**src/sfr_page_map.svh**
```systemverilog
`ifndef SFR_PAGE_MAP_SVH
`define SFR_PAGE_MAP_SVH
// Direct addresses of the two registers held in this block
`define PAGE_SELECT_ADDR 8'hA7
`define XRAM_PAGE_CTRL_ADDR 8'hAA
// Reset values
`define PAGE_SELECT_RESET 8'h00
`define XRAM_PAGE_CTRL_RESET 8'h00
// Page codes
`define PAGE_DEFAULT 8'h00
`define PAGE_EXTENDED 8'h0F
// Field positions and boundaries
`define XRAM_PAGE_BIT_POS 0
`define SFR_WINDOW_MSB 7
`define BIT_ADDR_NIBBLE_MASK 3'h0
`endif

```
**src/sfr_page_pkg.sv**
```systemverilog
package sfr_page_pkg;
    // Kind of data memory access issued by the core
    typedef enum logic [1:0] {
        ACC_DIRECT = 2'b00,
        ACC_INDIRECT = 2'b01,
        ACC_MOVX8 = 2'b10,
        ACC_MOVX16 = 2'b11
    } access_kind_e;
    typedef logic [7:0] byte_t;
    typedef logic [15:0] xaddr_t;
endpackage

```
**src/sfr_decode_if.sv**
```systemverilog
`timescale 1ns/1ps
// Carries one access from the main module to the decoder, and its decode back
interface sfr_decode_if;
    logic [7:0] addr;
    logic direct;
    logic bit_op;
    logic sfr_sel;
    logic bit_ok;
    logic shared;
    modport requester (output addr, output direct, output bit_op, input sfr_sel, input bit_ok,
        input shared);
    modport decoder (input addr, input direct, input bit_op, output sfr_sel, output bit_ok,
        output shared);
endinterface

```
**src/sfr_space_decode.sv**
```systemverilog
`timescale 1ns/1ps
`include "sfr_page_map.svh"
// Combinational decode of a direct access into the register window
module sfr_space_decode (
    sfr_decode_if.decoder dec
);
    import sfr_page_pkg::*;

    // Registers that answer the same on both pages
    function automatic logic is_shared(input logic [7:0] a);
        is_shared = (a == `PAGE_SELECT_ADDR);
    endfunction

    // Direct access with the top address bit set lands in the register window
    always_comb begin
        dec.sfr_sel = dec.direct && dec.addr[`SFR_WINDOW_MSB]; // RL5
        dec.bit_ok = dec.sfr_sel && dec.bit_op && (dec.addr[2:0] == `BIT_ADDR_NIBBLE_MASK); // RL6 RL7
        dec.shared = dec.sfr_sel && is_shared(dec.addr); // RL11
    end
endmodule

```
**src/sfr_paging_xram_page_select.sv**
```systemverilog
`timescale 1ns/1ps
`include "sfr_page_map.svh"
// Notes on behaviour
// [RL1] Upper seven bits of the XRAM page register read zero; writes ignored.
// [RL2] Eight-bit external moves take the XRAM page register as address high byte.
// [RL3] Each page register value picks one 256-byte XRAM page.
// [RL4] Only bit 0 varies: set reaches 0x0100-0x01FF, clear 0x0000-0x00FF.
// [RL5] Direct accesses to 0x80-0xFF go to the register space.
// [RL6] Registers at addresses ending 0x0 or 0x8 allow bit access.
// [RL7] All other registers take byte access only.
// [RL8] Software avoids reserved register addresses; results there are undefined.
// [RL9] Paging lets more than 128 registers share the direct window.
// [RL10] At the default page all register accesses hit page 0x0.
// [RL11] Shared registers, page select included, answer on page 0x0 and 0xF.
// [RL12] Software disables interrupts around page 0xF accesses, then restores.
// [RL13] Page select is read-write at 0xA7, on all pages, reset zero.
// [RL14] Eight-bit external move low address byte comes from R0 or R1.
// [RL15] Indirect accesses above 0x7F reach upper RAM, never registers.
// [RL16] A page select write affects the very next register access.
// [RL17] Reset clears the XRAM page register to the lowest page.
module sfr_paging_xram_page_select (
    input wire logic i_clk,
    input wire logic i_rst,
    input wire logic i_acc_valid,
    input wire sfr_page_pkg::access_kind_e i_acc_kind,
    input wire logic i_acc_write,
    input wire logic i_acc_bit,
    input wire logic [2:0] i_acc_bit_idx,
    input wire sfr_page_pkg::byte_t i_acc_addr,
    input wire sfr_page_pkg::byte_t i_acc_wdata,
    input wire sfr_page_pkg::xaddr_t i_acc_dptr,
    input wire sfr_page_pkg::byte_t i_acc_index,
    input wire sfr_page_pkg::byte_t i_periph_rdata,
    input wire sfr_page_pkg::byte_t i_xram_rdata,
    input wire sfr_page_pkg::byte_t i_iram_rdata,
    output sfr_page_pkg::byte_t o_acc_rdata,
    output logic o_acc_done,
    output logic o_acc_bit_refused,
    output logic o_periph_sel,
    output logic o_periph_write,
    output sfr_page_pkg::byte_t o_periph_addr,
    output sfr_page_pkg::byte_t o_periph_page,
    output logic o_periph_bit,
    output logic [2:0] o_periph_bit_idx,
    output sfr_page_pkg::byte_t o_periph_wdata,
    output logic o_xram_sel,
    output logic o_xram_write,
    output sfr_page_pkg::xaddr_t o_xram_addr,
    output sfr_page_pkg::byte_t o_xram_wdata,
    output logic o_iram_sel,
    output logic o_iram_write,
    output sfr_page_pkg::byte_t o_iram_addr,
    output sfr_page_pkg::byte_t o_iram_wdata,
    output sfr_page_pkg::byte_t o_register_page_select,
    output sfr_page_pkg::byte_t o_xram_page_control
);
    import sfr_page_pkg::*;

    byte_t page_reg;
    logic page_bit_reg;
    logic rd_pending_reg;
    logic [1:0] rd_src_reg;
    byte_t rd_local_reg;
    sfr_decode_if dec ();

    localparam logic [1:0] SRC_LOCAL = 2'h0;
    localparam logic [1:0] SRC_PERIPH = 2'h1;
    localparam logic [1:0] SRC_XRAM = 2'h2;
    localparam logic [1:0] SRC_IRAM = 2'h3;
    // Full reset byte of the page control; only its page bit is kept in a flip-flop
    localparam byte_t XPAGE_RESET = `XRAM_PAGE_CTRL_RESET;

    // Present the access to the decoder; paging is applied here, not in the decoder
    assign dec.addr = i_acc_addr;
    assign dec.direct = i_acc_valid && (i_acc_kind == ACC_DIRECT);
    assign dec.bit_op = i_acc_bit;

    sfr_space_decode u_decode (
        .dec(dec)
    );

    logic hit_page_sel;
    logic hit_xpage;
    logic bit_refused;
    byte_t xpage_view;
    // Local registers are decoded on the live page; the page register itself is shared
    assign hit_page_sel = dec.sfr_sel && dec.shared; // RL11 RL13
    assign hit_xpage = dec.sfr_sel && (i_acc_addr == `XRAM_PAGE_CTRL_ADDR) &&
        (page_reg == `PAGE_DEFAULT); // RL10
    assign bit_refused = dec.sfr_sel && i_acc_bit && !dec.bit_ok; // RL7
    assign xpage_view = {7'h00, page_bit_reg}; // RL1

    // Page select: full byte, takes effect from the next cycle on
    always_ff @(posedge i_clk or posedge i_rst) begin
        if (i_rst) begin
            page_reg <= `PAGE_SELECT_RESET; // RL13
        end else if (hit_page_sel && i_acc_write && !bit_refused) begin
            page_reg <= i_acc_wdata; // RL16 RL9
        end
    end

    // XRAM page bit: only bit 0 is stored, so the upper bits can never hold ones
    always_ff @(posedge i_clk or posedge i_rst) begin
        if (i_rst) begin
            page_bit_reg <= XPAGE_RESET[`XRAM_PAGE_BIT_POS]; // RL17
        end else if (hit_xpage && i_acc_write && !bit_refused) begin
            page_bit_reg <= i_acc_wdata[`XRAM_PAGE_BIT_POS]; // RL1 RL4
        end
    end

    // Route each access to its target; a refused bit access reaches nobody
    always_ff @(posedge i_clk or posedge i_rst) begin
        if (i_rst) begin
            o_periph_sel <= 1'b0;
            o_periph_write <= 1'b0;
            o_periph_addr <= 8'h00;
            o_periph_page <= 8'h00;
            o_periph_bit <= 1'b0;
            o_periph_bit_idx <= 3'h0;
            o_periph_wdata <= 8'h00;
            o_xram_sel <= 1'b0;
            o_xram_write <= 1'b0;
            o_xram_addr <= 16'h0000;
            o_xram_wdata <= 8'h00;
            o_iram_sel <= 1'b0;
            o_iram_write <= 1'b0;
            o_iram_addr <= 8'h00;
            o_iram_wdata <= 8'h00;
            o_acc_bit_refused <= 1'b0;
        end else begin
            // Peripherals see the current page so paged sets answer one at a time
            o_periph_sel <= dec.sfr_sel && !hit_page_sel && !hit_xpage && !bit_refused; // RL5 RL9
            o_periph_write <= i_acc_write;
            o_periph_addr <= i_acc_addr;
            o_periph_page <= page_reg; // RL10 RL16
            o_periph_bit <= i_acc_bit && dec.bit_ok; // RL6
            o_periph_bit_idx <= i_acc_bit_idx;
            o_periph_wdata <= i_acc_wdata;
            o_acc_bit_refused <= bit_refused; // RL7
            // Eight-bit moves: page register high, index register low
            o_xram_sel <= i_acc_valid && (i_acc_kind == ACC_MOVX8 || i_acc_kind == ACC_MOVX16);
            o_xram_write <= i_acc_write;
            o_xram_addr <= (i_acc_kind == ACC_MOVX8) ? {xpage_view, i_acc_index} : i_acc_dptr; // RL2 RL3 RL14
            o_xram_wdata <= i_acc_wdata;
            // Direct below 0x80 and all indirect go to internal RAM
            o_iram_sel <= i_acc_valid && ((i_acc_kind == ACC_INDIRECT) ||
                (i_acc_kind == ACC_DIRECT && !i_acc_addr[`SFR_WINDOW_MSB])); // RL15
            o_iram_write <= i_acc_write;
            o_iram_addr <= (i_acc_kind == ACC_INDIRECT) ? i_acc_index : i_acc_addr;
            o_iram_wdata <= i_acc_wdata;
        end
    end

    // Remember which source answers a read issued this cycle
    always_ff @(posedge i_clk or posedge i_rst) begin
        if (i_rst) begin
            rd_pending_reg <= 1'b0;
            rd_src_reg <= SRC_LOCAL;
            rd_local_reg <= 8'h00;
        end else begin
            rd_pending_reg <= i_acc_valid;
            // A refused bit access answers zero even at a local register
            rd_local_reg <= bit_refused ? 8'h00 : (hit_page_sel ? page_reg : (hit_xpage ? xpage_view : 8'h00)); // RL1 RL7
            if (i_acc_kind == ACC_MOVX8 || i_acc_kind == ACC_MOVX16) begin
                rd_src_reg <= SRC_XRAM;
            end else if (dec.sfr_sel) begin
                rd_src_reg <= (hit_page_sel || hit_xpage || bit_refused) ? SRC_LOCAL : SRC_PERIPH;
            end else begin
                rd_src_reg <= SRC_IRAM;
            end
        end
    end

    // Answer one cycle after the targets saw the access
    always_ff @(posedge i_clk or posedge i_rst) begin
        if (i_rst) begin
            o_acc_done <= 1'b0;
            o_acc_rdata <= 8'h00;
        end else begin
            o_acc_done <= rd_pending_reg;
            unique case (rd_src_reg)
                SRC_LOCAL: o_acc_rdata <= rd_local_reg;
                SRC_PERIPH: o_acc_rdata <= i_periph_rdata;
                SRC_XRAM: o_acc_rdata <= i_xram_rdata;
                SRC_IRAM: o_acc_rdata <= i_iram_rdata;
            endcase
        end
    end

    // Mirrors of the two local registers
    always_ff @(posedge i_clk or posedge i_rst) begin
        if (i_rst) begin
            o_register_page_select <= `PAGE_SELECT_RESET;
            o_xram_page_control <= `XRAM_PAGE_CTRL_RESET;
        end else begin
            o_register_page_select <= page_reg;
            o_xram_page_control <= xpage_view;
        end
    end
endmodule

```
**config.mk**
```make
export PLATFORM = sky130hd
export DESIGN_NAME = sfr_paging_xram_page_select
export DESIGN_NICKNAME = d
export VERILOG_FILES = /design/src/sfr_page_pkg.sv /design/src/sfr_decode_if.sv /design/src/sfr_space_decode.sv /design/src/sfr_paging_xram_page_select.sv
export VERILOG_INCLUDE_DIRS = /design/src
export SDC_FILE = /design/constraint.sdc
export NUM_CORES = 1
export LEC_CHECK = 0
export ABC_AREA = 1
export BUFFER_PORTS_ARGS = -buffer_cell sky130_fd_sc_hd__buf_2
export CAP_MARGIN = 0
export CELL_PAD_IN_SITES_DETAIL_PLACEMENT = 0
export CELL_PAD_IN_SITES_GLOBAL_PLACEMENT = 2
export CORE_MARGIN = 5
export CORE_UTILIZATION = 26
export CTS_CLUSTER_DIAMETER = 80
export CTS_CLUSTER_SIZE = 25
export DETAILED_ROUTE_END_ITERATION = 10
export GPL_ROUTABILITY_DRIVEN = 1
export PLACE_DENSITY_LB_ADDON = 0.1
export SKIP_LAST_GASP = 1
export SLEW_MARGIN = 20
export SYNTH_ARGS = -nofsm -noshare
export SYNTH_HDL_FRONTEND = slang
export SYNTH_SLANG_ARGS = --single-unit
```
**constraint.sdc**
```tcl
create_clock -name i_clk -period 3.4 [get_ports i_clk]
set_clock_uncertainty 0.2 [all_clocks]
set_input_delay 0.68 -clock i_clk [delete_from_list [all_inputs] [get_ports i_clk]]
set_output_delay 0.68 -clock i_clk [all_outputs]
set_load 0.005 [all_outputs]
```
# Yosys cells after proc, flatten, opt, wreduce, memory -nomap -nowiden
# Cells that the tools add are included.
[totals] out_inout_bits=100 mem_bits_rw=0 word_cells=70 mem_bits_ro=0 latch_bits=0 memories=0 input_bits=74 ff_bits=87
[classes] shift=0 n_bitwise=0 div=0 magnitude_cmp=0 n_eq_ne=8 n_reduce_logical=33 mul=0 add_sub_neg=0 n_mux=9
[ops] op="$pmux W8 S4" count=1
[ops] op="$mux W8" count=3
[ops] op="$logic_and A1 B1 Y1" count=20
[ops] op="$eq A8 B8 Y1 const B" count=2
[ops] op="$mux W16" count=1
[ops] op="$eq A2 B2 Y1 const B" count=4
[ops] op="$logic_not A8 Y1" count=1
[ops] op="$logic_not A1 Y1" count=5
[ops] op="$eq A2 B1 Y1 const B" count=2
[ops] op="$logic_not A2 Y1" count=2
[ops] op="$logic_or A1 B1 Y1" count=4
[ops] op="$mux W2" count=2
[ops] op="$logic_not A3 Y1" count=1
[ops] op="$mux W1" count=2

# Depth between registers and ports, before layout
# Gate-level depths: netlist of run 1.
[logic_depth] depth_word=11 depth_mapped=10 depth_no_buf=9

# Cells and area by module
# From an unflattened synthesis of run 1, not the netlist that was laid out.
[unflattened] cells_unflattened=345 hier_area_um2=3453.3
[modules_own_cells] mod="sfr_paging_xram_page_select" n_inst=1 seq_area_each_um2=2177.1 cells_per_inst=332 area_each_um2=3388.2
[modules_own_cells] mod="sfr_space_decode" n_inst=1 seq_area_each_um2=0.0 cells_per_inst=13 area_each_um2=65.1

# Worst setup path after synthesis of run 1
# No wires, ideal clock.
[synth_path] path_kind="input to register" from="input port i_acc_kind[1]" to="register page_reg[7]" t_arrival_ps=1516 n_path_buf=1 cell_stages=9 setup_slack_ps=1567 setup_ps=117 t_required_ps=3083 cell_sequence="inv_2 nand2_1 nor2_4 nand3_4 nand2_4 nor2_8 buf_12 nand2_2 o21ai_2"
[synth_via] elab_chain_cells=9 word_cells_on_any_way=12 classes_between="reduce/logical: 12"
[synth_rtl] element="start, declared" line="sfr_paging_xram_page_select.sv:25" rtl="input wire sfr_page_pkg::access_kind_e i_acc_kind,"
[synth_rtl] element="$logic_not A2 Y1 *" line="sfr_paging_xram_page_select.sv:75" rtl="assign dec.direct = i_acc_valid && (i_acc_kind == ACC_DIRECT);"
[synth_rtl] element="$logic_and A1 B1 Y1 *" line="sfr_paging_xram_page_select.sv:75"
[synth_rtl] element="$logic_and A1 B1 Y1 *" line="sfr_space_decode.sv:16" rtl="dec.sfr_sel = dec.direct && dec.addr[`SFR_WINDOW_MSB];"
[synth_rtl] element="$logic_and A1 B1 Y1" line="sfr_space_decode.sv:17, sfr_paging_xram_page_select.sv:90"
[synth_rtl] element="$logic_and A1 B1 Y1" line="sfr_space_decode.sv:17" rtl="dec.bit_ok = dec.sfr_sel && dec.bit_op && (dec.addr[2:0] == `BIT_ADDR_NIBBLE_MASK);"
[synth_rtl] element="$logic_not A1 Y1" line="sfr_paging_xram_page_select.sv:90" rtl="assign bit_refused = dec.sfr_sel && i_acc_bit && !dec.bit_ok;"
[synth_rtl] element="$logic_and A1 B1 Y1" line="sfr_paging_xram_page_select.sv:90"
[synth_rtl] element="$logic_not A1 Y1" line="sfr_paging_xram_page_select.sv:97" rtl="end else if (hit_page_sel && i_acc_write && !bit_refused) begin"
[synth_rtl] element="$logic_and A1 B1 Y1 *" line="sfr_paging_xram_page_select.sv:97"
[synth_rtl] element="end signal, assigned" line="sfr_paging_xram_page_select.sv:96" rtl="page_reg <= `PAGE_SELECT_RESET;"
[synth_rtl] element="end signal, assigned" line="sfr_paging_xram_page_select.sv:98" rtl="page_reg <= i_acc_wdata;"
[synth_rtl] element="end, declared" line="sfr_paging_xram_page_select.sv:59" rtl="byte_t page_reg;"
# Every way passes the cells marked *; elsewhere a longest branch is shown, timed or not.
# A chain may end at the register's enable or synchronous reset.

==> flow_summary_export.csv, run 1 <==
group,metric,value,unit
synthesis,ys_top_cells_by_count,"87 x dfrtp_1, 74 x nand2_1, 38 x inv_1",
worst_setup_path,setup.worst_path.end_class,"output port",
layout,finalInstanceArea,0.004492,mm^2
run,drv_cap,0,
sta,clock.fmax,577.4,MHz
worst_setup_path,crit_type,"flip-flop to output port",
pwr,clock_power_share,0.420,
detailed_routing,drt_wl_total,8632,um
pwr,pwr-share-seq,0.490,
worst_setup_path,critPathRequiredTime,2.52,ns
layout,nFillCells,1364,
pwr,power_density,498.3,mW/mm^2
clock_network,postCtsSetupRepairBufs,0,
synthesis,yosysMostFrequentCell,"dfrtp_1",
clock_network,htreeDepth,3,
place,place.gp.congestion,0.7196,
die,ios,174,
die,core-area,0.01272,mm^2
sta,tns,0,ns
detailed_routing,drt_iter0_drc,104,
layout,antenna_cells,0,
global_routing,grt_max_degree,45,
clock_network,cts_buffers,9,
die,dieArea,0.01547,mm^2
clock_network,cts_buffer_depth,2,
detailed_routing,num_vias,2564,
clock_network,clk_latency,0.34,ns
die,die_w,124.4,um
global_routing,grt-ovfl-total,0,
clock_network,cts_tree,"yes",
layout,multi_input_area,818.3,um^2
place,dp_hpwl,6683,um
synthesis,synth_edf_count,0,
die,die_h,124.4,um
detailed_routing,routedWlPerCell,13.30,um
pwr,ir_drop,162.8,uV
worst_setup_path,crit_buf_inv,1,
synthesis,yosysSeqAreaShare,0.6399,
synthesis,synth_ff_type,"dfrtp_1",
worst_setup_path,startpoint_type,"flip-flop",
sta,hold_viol,0,
layout,largest_reg_flops,16,
worst_setup_path,crit_chain,"buf_2",
layout,max_flop_register,"o_xram_addr",
global_routing,globalRouteTotalUtil,0.1155,
pwr,p_leak,2.368,nW
synthesis,synth_largest_area_cell,"dfrtp_1",
detailed_routing,ant_nets,0,
die,rows,41,
sta,worst_pin_slew,0.5957,ns
place,dpl_cell_area,0.004218,mm^2
sta,period_share,0.5094,
synthesis,async_flop_share,1.000,
layout,seq_area,0.002177,mm^2
sta,fin_crit,1.732,ns
global_routing,grt_pass1_vias,2720,
hold_path,min_path_type,"flip-flop to flip-flop",
detailed_routing,dr.pass1.iters,4,
clock_network,cts_hold_buf,0,
synthesis,yosysTopAreaCellShare,0.6399,
synthesis,ys_warn_count,0,
sta,rsz0062_at_grt,"no",
sta,maxSlewViolCount,0,
global_routing,grt_antenna_before_repair,0,
worst_setup_path,setup.worst_path.start,"o_iram_wdata[0]",
worst_setup_path,crit_slowest_cell,"dfrtp_1",
pwr,combPwrFrac,0.090,
synthesis,ys_ff_latch,87,
worst_setup_path,worstPathArrival,0.85,ns
worst_setup_path,reg2reg_slack,1.89,ns
clock_network,clk_pin_slew_worst_paths,0.06,ns
die,initial_core_util,0.2674,
worst_setup_path,cpPeakStageDelay,0.38,ns
hold_path,hold_path.startpoint,"rd_pending_reg",
synthesis,netlist_area,0.003402,mm^2
pwr,intPower,1.738,mW
pwr,power.share.switching,0.2236,
layout,drive_gt1_frac,0.4172,
clock_network,ctsResizeCount,0,
place,port-buffer-count,166,
synthesis,synth_area_leaders,"dfrtp_1 64%, nand2_1 8.2%, buf_4 7.3%",
clock_network,cts_sinks,87,
worst_setup_path,path_max_fanout,3,
pwr,switchingPower,500.6,uW
global_routing,grt_first_pass_wirelength,14020,um
layout,synthToLayoutAreaGrowth,32.03,%
detailed_routing,avgViaCountPerCell,3.951,
sta,max_slew_margin,0.6014,
outcome,run_status,"finished clean",
layout,finalNetCount,547,
clock_network,cts_root_buf,"clkbuf_16",
synthesis,syn_inst,325,
synthesis,syn_area_per_cell,10.47,um^2
worst_setup_path,path_delay_family,"flip-flops",
worst_setup_path,r2r-start,"page_reg[4]",
sta,setup_violations,0,
synthesis,ys_types,21,
sta,holdWs,0.1492,ns
detailed_routing,route.detailed.drc,0,
## layer usage
metal	part of all wire	vias up	track usage	wire length, um
met4	0.021	0	0.05609	182
met3	0.12	12	0.06218	1034
met2	0.47	120	0.1851	4077
li1	-	1263	-	-
met1	0.39	1169	0.1245	3338
met5	0	-	0	0
## worst register-to-register path, cell delays in order, from the launching register on
cell,delay [ns]
dfrtp_1,0.39
nor2_1,0.12
nand2_1,0.11
nor2_1,0.16
inv_1,0.06
nor2_1,0.19
inv_1,0.07
nand3_1,0.07
nor2_1,0.04
## final cells by class
| type | instances | area share |
|---|---|---|
| flip-flops and latches | 87 | 0.4847 |
| repair buffers | 167 | 0.1894 |
| multi-input cells | 167 | 0.1822 |
| clock buffers | 14 | 0.05432 |
| well taps | 172 | 0.04791 |
| inverters | 41 | 0.03482 |
| clock inverters | 1 | 0.006685 |
## stage by stage
stage                     power [mW]    util  instances  setup WS [ns]
final                          2.238  0.3531        649          1.668
after global routing           2.362  0.3531        649          1.550
after CTS                      2.302  0.3531        649          1.638
after detailed placement       1.326  0.3315        634          1.297
after global placement         1.325  0.3315        634          1.326
after floorplan                1.213       -        331         0.2698
## layout by cell type (no fill, tap or decap), drive strengths merged
master,Yosys,layout
clkinv,1,1
nand2,79,79
inv,40,40
dfrtp,87,87
buf,34,167
nor2,29,29
o21ai,25,25
clkbuf,2,14
nor3,8,8
conb,1,7
bufinv,0,1
nand4,12,12
a21oi,2,2
nand3,5,5
## logic make-up (layout without fill, tap and decap cells)
family	count (synthesis)	after routing	synth area share
other	1	7	0.001102
buffers and inverters	77	223	0.1262
AND/OR/NAND/NOR	133	133	0.1843
flip-flops	87	87	0.6399
AO/OA/AOI/OAI	27	27	0.04855
## power by group through the flow
stage	clock [mW]	sequential (mW)	combinational [mW]
after floorplan	0	1.12	0.0896
after global placement	0	1.11	0.211
after detailed placement	0	1.11	0.211
after CTS	0.993	1.10	0.212
after global routing	1.03	1.10	0.233
final	0.940	1.10	0.202
## worst paths after layout
| check | cells past startpoint | end |
|---|---|---|
| worst max-delay path | 1 | o_xram_wdata[0] |
| worst min-delay path | 0 | o_acc_done |
| worst max register to register | 8 | rd_src_reg[0] |
| worst min register to register | 0 | o_acc_done |
| max in group asynchronous | 3 | o_register_page_select[5] |
| min in group asynchronous | 2 | o_xram_addr[12] |
Note: power is estimated with default switching activity, not from simulation.
==> run 2: changes to the inputs <==
--- a/config.mk
+++ b/config.mk
@@ -12,7 +12,7 @@
 export CELL_PAD_IN_SITES_DETAIL_PLACEMENT = 0
 export CELL_PAD_IN_SITES_GLOBAL_PLACEMENT = 2
 export CORE_MARGIN = 5
-export CORE_UTILIZATION = 26
+export CORE_UTILIZATION = 23
 export CTS_CLUSTER_DIAMETER = 80
 export CTS_CLUSTER_SIZE = 25
 export DETAILED_ROUTE_END_ITERATION = 10
==> constraint.sdc (replaced) <==
create_clock -name i_clk -period 1.5 [get_ports i_clk]
set_clock_uncertainty 0.2 [all_clocks]
set_input_delay 0.3 -clock i_clk [delete_from_list [all_inputs] [get_ports i_clk]]
set_output_delay 0.3 -clock i_clk [all_outputs]
set_load 0.005 [all_outputs]
==> flow_summary_export.csv, run 2 (synthesis gave the netlist of run 1 again) <==
group,metric,value,unit
detailed_routing,dr.pass1.iters,4,
pwr,power_density,1036,mW/mm^2
clock_network,cts_root_buf,"clkbuf_16",
sta,maxSlewViolCount,0,
worst_setup_path,startpoint_type,"flip-flop",
hold_path,min_path_type,"input port to flip-flop",
clock_network,htreeDepth,3,
global_routing,grt_max_degree,36,
layout,finalInstanceArea,0.005539,mm^2
layout,largest_reg_flops,16,
sta,setup_violations,0,
clock_network,cts_buffers,9,
pwr,power,5.739,mW
worst_setup_path,path_max_fanout,3,
die,die_h,131.6,um
sta,fin_crit,1.412,ns
die,core-area,0.01453,mm^2
layout,antenna_cells,0,
layout,final_core_util,0.3811,
run,drv_cap,0,
layout,synthToLayoutAreaGrowth,62.82,%
sta,clock.fmax,708.4,MHz
die,die_w,131.6,um
pwr,p_leak,2.852,nW
place,port-buffer-count,166,
place,dp_hpwl,7272,um
sta,period_share,0.9411,
layout,max_flop_register,"o_xram_addr",
detailed_routing,drt_iter0_drc,71,
layout,finalNetCount,647,
sta,hold_viol,0,
worst_setup_path,worstPathArrival,1.43,ns
detailed_routing,num_vias,2895,
die,initial_core_util,0.2341,
clock_network,clk_latency,0.34,ns
global_routing,grt_antenna_before_repair,0,
place,place.gp.congestion,0.7469,
global_routing,grt_first_pass_wirelength,16260,um
layout,layout_common_cells,"166 x buf_2, 87 x dfrtp_1, 74 x nand2_1",
die,rows,44,
clock_network,cts_tree,"yes",
die,ios,174,
worst_setup_path,critPathRequiredTime,1.52,ns
pwr,ir_drop,409.3,uV
sta,holdWs,0.01993,ns
worst_setup_path,crit_type,"flip-flop to flip-flop",
detailed_routing,avgViaCountPerCell,3.804,
clock_network,cts_sinks,87,
detailed_routing,routedWlPerCell,12.80,um
global_routing,grt_pass1_vias,3229,
sta,tns,0,ns
detailed_routing,route.detailed.drc,0,
worst_setup_path,setup.worst_path.end_class,"flip-flop",
clock_network,cts_buffer_depth,2,
outcome,run_status,"finished clean",
die,dieArea,0.01732,mm^2
clock_network,clk_pin_slew_worst_paths,0.06,ns
sta,rsz0062_at_grt,"yes",
detailed_routing,drt_wl_total,9740,um
place,dpl_cell_area,0.004529,mm^2
global_routing,globalRouteTotalUtil,0.1181,
layout,final_common_cell,"buf_2",
global_routing,grt-ovfl-total,0,
layout,drive_gt1_frac,0.4246,
detailed_routing,ant_nets,0,
## run 2: stage by stage
step | instances | setup slack, ns
floorplan | 331 | -0.007772
global placement | 682 | -0.1425
detailed placement | 682 | -0.1901
CTS | 759 | 0.01655
finish | 761 | 0.08839
global route | 761 | -0.01251
## run 2: critical path: stages, from the launching register on
cell	delay, ns
dfrtp_1	0.38
nor2_1	0.12
nand2_1	0.09
nor2_2	0.14
inv_1	0.08
nor2_4	0.13
buf_4	0.11
nor3_1	0.04
## run 2: final timing paths
check | start | end | slack, ns | cells after the start
min reg2reg | rd_pending_reg | o_acc_done | 0.15 | 0
min | i_acc_addr[7] | o_periph_addr[7] | 0.02 | 2
max in group asynchronous | i_rst | o_iram_addr[7] | 0.36 | 4
max | page_reg[2] | o_periph_sel | 0.09 | 7
min in group asynchronous | i_rst | o_register_page_select[0] | 0.28 | 3
max reg2reg | page_reg[2] | o_periph_sel | 0.09 | 7
## run 2: final cells by class
class	instances	area [um^2]
clock inverters	3	90.09
flip-flops and latches	87	2177
clock buffers	12	256.5
multi-input cells	167	833.3
repair buffers	267	1794
well taps	184	230.2
fillers	1524	8995
inverters	41	157.7
## run 2: layer usage
layer | GRT usage | routed length [um] | part of all wire
met3 | 0.05772 | 1105 | 0.11
met5 | 0 | 0 | 0
met4 | 0.05543 | 223 | 0.023
met1 | 0.1304 | 3780 | 0.39
met2 | 0.1910 | 4631 | 0.48
## run 2: power by group
part           switching, mW  total [mW]  internal (mW)
Sequential            0.0318        2.48           2.45
Clock                  0.902        2.61           1.71
Combinational          0.293       0.641          0.349
Total                   1.23        5.74           4.51
## run 2: repair_timing
item	CTS	global route
endpoints found under the hold margin	104	0
gates resized for setup	1	4
setup buffers	0	2
pin swaps	0	3
hold buffers	62	0
setup endpoints to repair	2	18
